<file path="config.mk">
export PLATFORM = sky130hd
export DESIGN_NAME = pbec_top
export DESIGN_NICKNAME = d
export VERILOG_FILES = /design/src/pkg/pbec_pkg.sv /design/src/rtl/pbec_top.sv
export SDC_FILE = /design/constraint.sdc
export NUM_CORES = 1
export LEC_CHECK = 0
export BUFFER_PORTS_ARGS = -buffer_cell sky130_fd_sc_hd__buf_2
export CAP_MARGIN = 25
export CORE_AREA = 4 4 181 253
export DETAILED_ROUTE_END_ITERATION = 7
export DIE_AREA = 0 0 185 257
export GPL_TIMING_DRIVEN = 0
export SLEW_MARGIN = 20
export SYNTH_ARGS = -nofsm -noshare
export SYNTH_HDL_FRONTEND = slang
export SYNTH_SLANG_ARGS = --single-unit
</file>
<file path="constraint.sdc">
create_clock -name mclk -period 3.33 [get_ports mclk]
set_input_delay 0.4995 -clock mclk [delete_from_list [all_inputs] [get_ports mclk]]
set_output_delay 0.4995 -clock mclk [all_outputs]
set_load 0.1 [all_outputs]
</file>
<file path="src/pkg/pbec_pkg.sv">
// Summary of operation
// - transmit counter counts each sent bit
// - receive counter counts each received bit
// - error counter counts each bit error
// - 48-bit counts read as three 16-bit words
// - without clear-on-read, reads leave counters alone
// - without clear-on-read, clear on request edge, soft reset or rstn only
// - with clear-on-read, reading clears the word
// - transmit low read snapshots upper transmit words
// - receive low read snapshots upper receive words
// - error low read snapshots upper error words
// - elapsed timer advances once per two seconds
// - elapsed timer valid only in rate mode
// - error low read snapshots elapsed timer too
// - elapsed timer cleared by request edge
// - clear request bit returns to zero itself
// - immediate enable counts errors before lock
// - rate select: 0 legacy, 1 rate; resets 1
package pbec_pkg;

   localparam int unsigned PBEC_CLK_HZ       = 40_000_000;
   localparam int unsigned PBEC_TIMER_PERIOD_S = 2;
   localparam int unsigned PBEC_TICK_CYCLES  =
      PBEC_TIMER_PERIOD_S * PBEC_CLK_HZ;
   localparam int unsigned PBEC_PRESC_W      = 27;
   localparam int unsigned PBEC_AW           = 18;

   // register indices; byte address is four times the index
   localparam logic [15:0] PBEC_IDX_CTRL     = 16'hf040;
   localparam logic [15:0] PBEC_IDX_TX_LOW   = 16'hf041;
   localparam logic [15:0] PBEC_IDX_TX_MID   = 16'hf042;
   localparam logic [15:0] PBEC_IDX_TX_HIGH  = 16'hf043;
   localparam logic [15:0] PBEC_IDX_RX_LOW   = 16'hf044;
   localparam logic [15:0] PBEC_IDX_RX_MID   = 16'hf045;
   localparam logic [15:0] PBEC_IDX_RX_HIGH  = 16'hf046;
   localparam logic [15:0] PBEC_IDX_ERR_LOW  = 16'hf047;
   localparam logic [15:0] PBEC_IDX_ERR_MID  = 16'hf048;
   localparam logic [15:0] PBEC_IDX_ERR_HIGH = 16'hf049;
   localparam logic [15:0] PBEC_IDX_TIMER    = 16'hf04a;
   localparam logic [15:0] PBEC_IDX_TX_ALIAS  = 16'hf031;
   localparam logic [15:0] PBEC_IDX_RX_ALIAS  = 16'hf034;
   localparam logic [15:0] PBEC_IDX_ERR_ALIAS = 16'hf03a;
   localparam logic [15:0] PBEC_IDX_IRQ_STS  = 16'hf050;
   localparam logic [15:0] PBEC_IDX_IRQ_MSK  = 16'hf051;

   // control word field positions
   localparam int unsigned PBEC_B_RATE   = 14;
   localparam int unsigned PBEC_B_COR    = 13;
   localparam int unsigned PBEC_B_LOCK   = 8;
   localparam int unsigned PBEC_B_IMM    = 7;
   localparam int unsigned PBEC_B_CLR    = 6;
   localparam int unsigned PBEC_B_TX_EN  = 5;
   localparam int unsigned PBEC_B_RX_EN  = 4;

   localparam logic        PBEC_RST_RATE = 1'h1;
   localparam logic [47:0] PBEC_RST_CNT  = 48'h0000_0000_0000;
   localparam logic [31:0] PBEC_RST_SNAP = 32'h0000_0000;
   localparam logic [15:0] PBEC_RST_TMR  = 16'h0000;

   // interrupt status bits
   localparam int unsigned PBEC_IRQ_W    = 3;
   localparam int unsigned PBEC_I_ERR    = 0;
   localparam int unsigned PBEC_I_TICK   = 1;
   localparam int unsigned PBEC_I_CLR    = 2;

   typedef struct packed {
      logic                psel;
      logic                penable;
      logic                pwrite;
      logic [PBEC_AW-1:0]  paddr;
      logic [31:0]         pwdata;
   } pbec_apb_req_t;

   typedef struct packed {
      logic tx_bit;
      logic rx_bit;
      logic rx_err;
      logic pattern_locked;
   } pbec_lane_t;

   typedef struct packed {
      logic       rate_accumulation_select;
      logic       clear_on_read;
      logic       immediate_count;
      logic       counter_clear_request;
      logic       tx_enable;
      logic       rx_enable;
      logic [3:0] pattern_select;
   } pbec_ctrl_t;

endpackage

</file>
<file path="src/rtl/pbec_top.sv">
`timescale 1ns/1ps
module pbec_top
   import pbec_pkg::*;
#(
   parameter int unsigned TICK_CYCLES = PBEC_TICK_CYCLES
) (
   input  wire logic          mclk,
   input  wire logic          rstn,
   input  wire logic          soft_reset,
   input  wire pbec_apb_req_t apb_req,
   output logic [31:0]        prdata,
   output logic               pready,
   output logic               pslverr,
   input  wire pbec_lane_t    lane,
   output logic               tx_enable,
   output logic               rx_enable,
   output logic [3:0]         pattern_select,
   output logic               irq
);

   typedef struct packed {
      pbec_ctrl_t              ctl;
      logic [47:0]             tx_cnt;
      logic [47:0]             rx_cnt;
      logic [47:0]             err_cnt;
      logic [31:0]             tx_snap;
      logic [31:0]             rx_snap;
      logic [31:0]             err_snap;
      logic [15:0]             tmr;
      logic [15:0]             tmr_snap;
      logic [PBEC_PRESC_W-1:0] presc;
      logic [PBEC_IRQ_W-1:0]   sts;
      logic [PBEC_IRQ_W-1:0]   msk;
      logic                    irq;
      logic [31:0]             prdata;
      logic                    pready;
      logic                    pslverr;
   } pbec_state_t;

   localparam logic [PBEC_PRESC_W-1:0] TICK_LAST =
      PBEC_PRESC_W'(TICK_CYCLES - 1);

   pbec_state_t             r;
   pbec_state_t             n;
   logic [15:0]             idx;
   logic                    rd;
   logic                    wr;
   logic                    hit;
   logic [15:0]             rdat;
   logic                    rd_txl;
   logic                    rd_rxl;
   logic                    rd_errl;
   logic                    cor;
   logic                    tx_inc;
   logic                    rx_inc;
   logic                    err_inc;
   logic                    tmr_run;
   logic                    tick;
   logic                    clr_now;

   always_comb begin
      n       = r;
      idx     = apb_req.paddr[PBEC_AW-1:2];
      rd      = apb_req.psel & apb_req.penable & ~apb_req.pwrite & ~r.pready;
      wr      = apb_req.psel & apb_req.penable & apb_req.pwrite & ~r.pready;
      cor     = r.ctl.clear_on_read;
      clr_now = r.ctl.counter_clear_request;
      hit     = (apb_req.paddr[1:0] == 2'h0);
      rdat    = 16'h0000;
      case (idx)
         PBEC_IDX_CTRL: begin
            rdat = 16'h0000;
            rdat[PBEC_B_RATE]  = r.ctl.rate_accumulation_select;
            rdat[PBEC_B_COR]   = r.ctl.clear_on_read;
            rdat[PBEC_B_LOCK]  = lane.pattern_locked;
            rdat[PBEC_B_IMM]   = r.ctl.immediate_count;
            rdat[PBEC_B_CLR]   = r.ctl.counter_clear_request;
            rdat[PBEC_B_TX_EN] = r.ctl.tx_enable;
            rdat[PBEC_B_RX_EN] = r.ctl.rx_enable;
            rdat[3:0]          = r.ctl.pattern_select;
         end
         PBEC_IDX_TX_LOW, PBEC_IDX_TX_ALIAS: rdat = r.tx_cnt[15:0];
         PBEC_IDX_TX_MID:    rdat = r.tx_snap[15:0];
         PBEC_IDX_TX_HIGH:   rdat = r.tx_snap[31:16];
         PBEC_IDX_RX_LOW, PBEC_IDX_RX_ALIAS: rdat = r.rx_cnt[15:0];
         PBEC_IDX_RX_MID:    rdat = r.rx_snap[15:0];
         PBEC_IDX_RX_HIGH:   rdat = r.rx_snap[31:16];
         PBEC_IDX_ERR_LOW, PBEC_IDX_ERR_ALIAS: rdat = r.err_cnt[15:0];
         PBEC_IDX_ERR_MID:   rdat = r.err_snap[15:0];
         PBEC_IDX_ERR_HIGH:  rdat = r.err_snap[31:16];
         PBEC_IDX_TIMER:     rdat = r.tmr_snap;
         PBEC_IDX_IRQ_STS:   rdat = {13'h0000, r.sts};
         PBEC_IDX_IRQ_MSK:   rdat = {13'h0000, r.msk};
         default:            hit  = 1'b0;
      endcase
      rd_txl  = rd & hit & ((idx == PBEC_IDX_TX_LOW) |
                            (idx == PBEC_IDX_TX_ALIAS));
      rd_rxl  = rd & hit & ((idx == PBEC_IDX_RX_LOW) |
                            (idx == PBEC_IDX_RX_ALIAS));
      rd_errl = rd & hit & ((idx == PBEC_IDX_ERR_LOW) |
                            (idx == PBEC_IDX_ERR_ALIAS));

      tx_inc  = r.ctl.tx_enable & lane.tx_bit;
      rx_inc  = r.ctl.rx_enable & lane.rx_bit;
      err_inc = r.ctl.rx_enable & lane.rx_err &
                (r.ctl.immediate_count | lane.pattern_locked);

      // low-word read freezes the upper words for the rest of the read
      if (rd_txl) n.tx_snap = r.tx_cnt[47:16];
      if (rd_rxl) n.rx_snap = r.rx_cnt[47:16];
      if (rd_errl) begin
         n.err_snap = r.err_cnt[47:16];
         n.tmr_snap = r.tmr;
      end

      // clear on read: live count at the low read, snapshot per word
      n.tx_cnt  = ((rd_txl & cor) ? PBEC_RST_CNT : r.tx_cnt)
                  + {47'h0000_0000_0000, tx_inc};
      n.rx_cnt  = ((rd_rxl & cor) ? PBEC_RST_CNT : r.rx_cnt)
                  + {47'h0000_0000_0000, rx_inc};
      n.err_cnt = ((rd_errl & cor) ? PBEC_RST_CNT : r.err_cnt)
                  + {47'h0000_0000_0000, err_inc};
      if (rd & hit & cor) begin
         if (idx == PBEC_IDX_TX_MID)   n.tx_snap[15:0]   = 16'h0000;
         if (idx == PBEC_IDX_TX_HIGH)  n.tx_snap[31:16]  = 16'h0000;
         if (idx == PBEC_IDX_RX_MID)   n.rx_snap[15:0]   = 16'h0000;
         if (idx == PBEC_IDX_RX_HIGH)  n.rx_snap[31:16]  = 16'h0000;
         if (idx == PBEC_IDX_ERR_MID)  n.err_snap[15:0]  = 16'h0000;
         if (idx == PBEC_IDX_ERR_HIGH) n.err_snap[31:16] = 16'h0000;
         if (idx == PBEC_IDX_TIMER)    n.tmr_snap        = PBEC_RST_TMR;
      end

      // elapsed time runs only while rate mode measures received data
      tmr_run = r.ctl.rate_accumulation_select & r.ctl.rx_enable;
      tick    = tmr_run & (r.presc == TICK_LAST);
      if (!tmr_run || tick) n.presc = '0;
      else n.presc = r.presc + PBEC_PRESC_W'(1);
      n.tmr = ((rd_errl & cor) ? PBEC_RST_TMR : r.tmr)
              + {15'h0000, tick};

      // pending clear request wipes all counts, snapshots and the timer, then drops by itself
      if (clr_now) begin
         n.tx_cnt   = PBEC_RST_CNT;
         n.rx_cnt   = PBEC_RST_CNT;
         n.err_cnt  = PBEC_RST_CNT;
         n.tx_snap  = PBEC_RST_SNAP;
         n.rx_snap  = PBEC_RST_SNAP;
         n.err_snap = PBEC_RST_SNAP;
         n.tmr      = PBEC_RST_TMR;
         n.tmr_snap = PBEC_RST_TMR;
         n.presc    = '0;
         n.ctl.counter_clear_request = 1'b0;
      end

      if (wr & hit & (idx == PBEC_IDX_CTRL)) begin
         n.ctl.rate_accumulation_select =
            apb_req.pwdata[PBEC_B_RATE];
         n.ctl.clear_on_read   = apb_req.pwdata[PBEC_B_COR];
         n.ctl.immediate_count = apb_req.pwdata[PBEC_B_IMM];
         n.ctl.tx_enable       = apb_req.pwdata[PBEC_B_TX_EN];
         n.ctl.rx_enable       = apb_req.pwdata[PBEC_B_RX_EN];
         n.ctl.pattern_select  = apb_req.pwdata[3:0];
         // only a 0-to-1 change of the request starts a clear
         if (apb_req.pwdata[PBEC_B_CLR] & ~r.ctl.counter_clear_request)
            n.ctl.counter_clear_request = 1'b1;
      end
      if (wr & hit & (idx == PBEC_IDX_IRQ_MSK))
         n.msk = apb_req.pwdata[PBEC_IRQ_W-1:0];

      // status clears on read, a same-cycle event still lands
      if (rd & hit & (idx == PBEC_IDX_IRQ_STS)) n.sts = '0;
      if (err_inc) n.sts[PBEC_I_ERR]  = 1'b1;
      if (tick)    n.sts[PBEC_I_TICK] = 1'b1;
      if (clr_now) n.sts[PBEC_I_CLR]  = 1'b1;

      if (soft_reset) begin
         n.tx_cnt   = PBEC_RST_CNT;
         n.rx_cnt   = PBEC_RST_CNT;
         n.err_cnt  = PBEC_RST_CNT;
         n.tx_snap  = PBEC_RST_SNAP;
         n.rx_snap  = PBEC_RST_SNAP;
         n.err_snap = PBEC_RST_SNAP;
         n.tmr      = PBEC_RST_TMR;
         n.tmr_snap = PBEC_RST_TMR;
         n.presc    = '0;
         n.ctl      = '{rate_accumulation_select: PBEC_RST_RATE,
                        clear_on_read: r.ctl.clear_on_read,
                        default: '0};
      end
      n.irq = |(n.sts & n.msk);

      n.pready  = apb_req.psel & apb_req.penable & ~r.pready;
      n.pslverr = (rd | wr) & ~hit;
      if (rd) n.prdata = hit ? {16'h0000, rdat} : 32'h0000_0000;
   end

   always_ff @(posedge mclk or negedge rstn) begin
      if (!rstn) begin
         r     <= '0;
         r.ctl.rate_accumulation_select <= PBEC_RST_RATE;
      end else begin
         r <= n;
      end
   end

   assign prdata         = r.prdata;
   assign pready         = r.pready;
   assign pslverr        = r.pslverr;
   assign irq            = r.irq;
   assign tx_enable      = r.ctl.tx_enable;
   assign rx_enable      = r.ctl.rx_enable;
   assign pattern_select = r.ctl.pattern_select;
endmodule // pbec_top

</file>
After elaboration in Yosys (flattened, before gate mapping)
Index checks and enable logic that the tools add are counted.
{ "op_classes": {"shift": 0, "eq_ne": 17, "order_cmp": 0, "n_mux": 30, "n_mul": 0, "n_reduce_logical": 10, "div": 0, "n_bitwise": 37, "add_sub_neg": 5} }
{ "op_table": {"columns": ["operator", "n"], "rows": [
  ["$mux W309", 1],
  ["$mux W299", 1],
  ["$eq A16 B16 Y1 const B", 16],
  ["$pmux W16 S13", 1],
  ["$mux W16", 11],
  ["$add A48 B1 Y48", 3],
  ["$mux W48", 3],
  ["$mux W32", 3],
  ["$mux W96", 1],
  ["$add A27 B1 Y27 const B", 1],
  ["$eq A27 B27 Y1 const B", 1],
  ["$mux W27", 1],
  ["$and A1 B1 Y1", 26],
  ["$add A16 B1 Y16", 1],
  ["$reduce_or A16 Y1", 1],
  ["$mux W10", 1],
  ["$mux W3", 2],
  ["$reduce_or A2 Y1", 3],
  ["$mux W1", 5],
  ["$not A1 Y1", 5],
  ["$or A1 B1 Y1", 5],
  ["$and A3 B3 Y3", 1],
  ["$reduce_or A3 Y1", 1],
  ["$logic_not A2 Y1", 1],
  ["4 further kinds", 4]
]} }
{ "totals": {"register_bits": 350, "mem_count": 0, "romBits": 0, "elab_cells": 121, "latch_bits": 0, "mem_bits_rw": 0} }

Depth between registers and ports, before layout
{ "logic_depth": {"ltp_word": 10, "depth_mapped": 17, "mapped_depth_nobuf": 12} }

Worst setup path before layout
Ideal clock, no wire load.
{ "synth_timing": {"path_kind": "reg-to-reg", "from": "reg r (netlist bit pready)", "to": "reg r[236] (netlist name)", "path_stages_with_launch": 17, "path_buffers": 4, "arrival_ns": 4.004, "setup_slack_ns": -0.806, "synth_period_minus_slack_ns": 4.136, "setup_ns": 0.132, "t_required_ns": 3.198, "cell_sequence": "dfrtp_1 -> nor4bb_1 -> and2_1 -> clkbuf_1 -> nand3_1 -> clkbuf_1 -> clkbuf_1 -> and2_1 -> ha_1 -> ha_1 -> nand2_1 -> nor4_1 -> o311ai_2 -> buf_2 -> nor3_1 -> xnor2_1 -> nor2_1"} }
{ "synth_lines": {"columns": ["element", "line_no", "rtl"], "rows": [
  ["from (decl)", "pbec_top.sv:43", "pbec_state_t r;"],
  ["from (signal assigned)", "pbec_top.sv:202", "r <= n;"]
]} }

==> results by group <==
Worst setup path
  • Worst-path cell chain: nor4bb_4, buf_4, o2111ai_4, or2_1, buf_6, buf_8, and2_4, ha_4, ha_4, nand3_4, nor4_4, buf_4, buf_4, nand4_1, xnor2_1, nor2_1
  • Top cell by count, worst path: buf_4
  • CP Launch Type: register
  • R2R Path End: r[274]
  • CP required: 3.72 ns
  • Family with the most delay on the worst path: simple AND/OR/NAND/NOR gates
  • Worst endpoint data arrival time: 3.66 ns
  • Worst path slowest cell: dfrtp_4
  • Critical path type: reg2reg
  • Worst Setup SP: pready
  • CP max FO: 10
  • Critical path's largest stage delay: 0.50 ns
  • Worst r2r src: pready
  • Type of destination of the critical path: register
  • R2R cell count: 16
  • Worst Path Buf+Inv: 5
  • Flop-to-flop setup slack: 0.06 ns

Die
  • Die H: 257 µm
  • Row count: 91
  • Initial core utilization: 39.3%
  • Ports: 101
  • Chip Width: 185 µm
  • Die area: 47500 µm²
  • Core Area: 43700 µm²

Synthesis
  • Most used DFF post-synth: dfrtp_1
  • Post-synth ARST share: 100%
  • Register area share after synthesis: 48.7%
  • Yosys reg bits: 334
  • Adder-Cell Fraction of Synth Area: 0.656%
  • Simple-gate area share of the yosys netlist: 26.5%
  • Distinct cells, synth: 82
  • Synth Area in XOR/XNOR: 8.11%
  • Synth warn: 0
  • Synth Area in Compound Gates: 11.0%
  • Mux share of post-synthesis cell area: 0.437%
  • Main combinational cell family by area after synthesis: simple AND/OR/NAND/NOR gates
  • Mean Syn Cell Area: 9.19 µm²
  • Cells after Synth: 1869
  • EDFF count, synth: 0
  • Post-Syn Area: 17200 µm²

Routing
  • WL per Instance: 21.7 µm
  • # DRC: 0
  • Avg Vias per Cell: 5.60
  • Via count: 14600
  • Routed WL: 56.5 mm
  • Router iterations before antenna repair: 8
  • DRT iter0 DRCs: 1334
  • Detail Route Antenna Nets: 0

Final layout
  • Antenna Diode Count: 0
  • Area grow syn2layout: 18.6%
  • Layout Nets: 2086
  • Commonest non-fill, non-tap cell in the layout: nand2_1
  • Final instance area: 20400 µm²
  • Commonest cells after routing, fill and taps aside: nand2_1, dfrtp_1, nor2_1
  • Fraction of layout cells with a size suffix above 1: 15.7%
  • Filler cell count: 4204

STA
  • Final setup margin: 0.0591 ns
  • Worst-margin pin slew: 1.11 ns
  • Fmax: 306 MHz
  • Final Skew: 0.0255 ns
  • Rel. slew slack: 25.1%
  • Fin crit share: 98.2%
  • Post-layout min period: 3.27 ns
  • Final hold vios: 0
  • Slew Viols, Final: 0
  • Setup violations, final: 0

Global route
  • GRT Util Overall: 23.6%
  • First-pass GRT wire length: 87.2 mm
  • Initial antenna violation count: 0
  • Largest net degree at the start of global routing: 100
  • Grt ovf: 0
  • Vias in the first global route: 14600

Clock network
  • Total CTS buffers: 37
  • TritonCTS clock tree: built
  • Root buffer cell: clkbuf_16
  • H-tree depth: 2
  • Clock Path Buffers: 3
  • Insertion delay to the later sink of the worst-skew pair: 0.56 ns
  • Clock transition at path regs: 0.08 ns
  • CTS sink count: 334

Placed design
  • GP Congestion: 0.952
  • Placed cell area: 18400 µm²
  • Port Buffers: 62
  • Pre-CTS WS: -1.46 ns
  • HPWL after DPL: 42.5 mm

Pwr
  • P_int: 0.00690 W
  • Clk pwr share: 50.5%
  • Sw Pwr: 0.00209 W
  • Static Leakage: 8.46 nW
  • Pwr Total: 0.00899 W
  • Power Density: 441 nW/µm²
  • Comb power frac: 4.3%
  • Sequential share of power: 45.2%
  • VDD IR max: 292 µV
  • Switching part of the total: 23.2%

Hold path
  • Worst Hold Class: in2reg
  • Min-delay src: apb_req[13]
  • Hold EP: cor
  • Hold Path Stages: 2

Outcome
  • Status: complete, no violations

Run
  • Max cap viols: 0
-- cell families after synthesis --
kind of cell             count (synthesis)
multiplexers                             7
flip-flops                             334
adder cells (fa/ha/maj)                  9
buffers and inverters                  150
XOR/XNOR                               159
AND/OR/NAND/NOR                        934
AO/OA/AOI/OAI                          275
other                                    1
-- worst max-delay path by stage --
stage	to	slack, ns	cells past startpoint
final	r[274]	0.06	16
after global routing	r[274]	-0.006	16
after CTS	r[290]	0.0006	14
after detailed placement	r[241]	-1.46	16
after global placement	pready	-5.81	1
after floorplan	r[236]	0.0001	17
-- cells in the mapped netlist (4+ instances only) --
library cell  instances  share of area, %
a221oi_1             10              0.51
buf_1                 4             0.087
nor4_4                7              0.87
inv_1                19              0.42
o211ai_1              4              0.17
a22oi_1              37               1.6
nor2_1              212               4.6
clkbuf_1             41              0.90
nor3b_1               4              0.17
buf_4                42               1.8
a21oi_1             136               4.0
nor4_1               18              0.66
and4b_1               6              0.35
nor4bb_1              4              0.23
nand3_1              78               2.3
or4_1                 5              0.22
o21ai_0              12              0.35
dfrtp_1             333                49
ha_1                  9              0.66
a222oi_1             23               1.3
nor3_1               34              0.99
a21o_1                4              0.17
xor2_1               91               4.6
nand2_1             366               8.0
xnor2_1              68               3.5
and4_1               12              0.61
buf_2                41               1.2
or3_1                15              0.55
and3_1               38               1.4
a32oi_1               5              0.25
a22o_1                8              0.41
nand4bb_1             5              0.33
nand4_1              58               2.1
and2_1               30               1.1
-- state kept, by name, indices dropped and copies added, names as in the netlist --
signal and count:
tx_enable 1, pattern_select 4, pready 1, irq 1
r 307, prdata 16, pslverr 1, clr_now 1
cor 1, rx_enable 1
-- worst register-to-register path, stage by stage (launching register included) --
cell	delay (ns)
dfrtp_4	0.50
nor4bb_4	0.37
buf_4	0.20
o2111ai_4	0.21
or2_1	0.32
buf_6	0.14
buf_8	0.14
and2_4	0.17
ha_4	0.17
ha_4	0.17
nand3_4	0.08
nor4_4	0.07
buf_4	0.16
buf_4	0.13
nand4_1	0.10
xnor2_1	0.14
nor2_1	0.06
-- metrics by stage --
stage               instances  hold slack (ns)  utilization (%)  setup TNS (ns)
floorplan                1884            0.204                -               0
global placement         2504            0.437             41.9        -1688.14
detailed placement       2507            0.422             42.2         -120.24
CTS                      2594            0.146             46.2               0
global route             2604            0.173             46.6        -0.00596
finish                   2604            0.162             46.6               0
-- what timing repair did --
item	4_1_cts	5_1_grt
endpoints found under the setup margin	145	79
hold buffers	1	0
setup buffers	18	11
hold endpoints to repair	42	0
pin swaps	11	16
cloned	1	1
resized for setup	46	27
-- layer usage --
layer / share of wire (%) / wire length, µm / GRT usage [%] / vias up
met5: 0 / 0 / 0 / -
met2: 50 / 28400 / 41.4 / 468
met3: 5.2 / 2960 / 3.51 / 144
met1: 39 / 21800 / 28.1 / 7195
met4: 6.0 / 3370 / 11.4 / 0
li1: - / - / - / 6775
-- power groups by stage --
stage / clock network, W / logic [W] / registers (W)
global placement: 0 / 0.000366 / 0.00414
CTS: 0.00462 / 0.000389 / 0.00406
global route: 0.00478 / 0.000422 / 0.00406
detailed placement: 0 / 0.000381 / 0.00414
finish: 0.00454 / 0.000388 / 0.00406
floorplan: 0 / 0.000190 / 0.00415
-- final cells by class --
cell class	instances	area (µm²)	share of cell area, %
Buffer	128	759	3.73
Tap cell	558	698	3.43
Sequential cell	334	8360	41.1
Timing Repair Buffer	97	672	3.30
Inverter	19	71.3	0.350
Multi-Input combinational cell	1400	8470	41.6
Clock inverter	14	251	1.23
Clock buffer	54	1090	5.35
No activity file was read; power rests on OpenSTA's default activity.
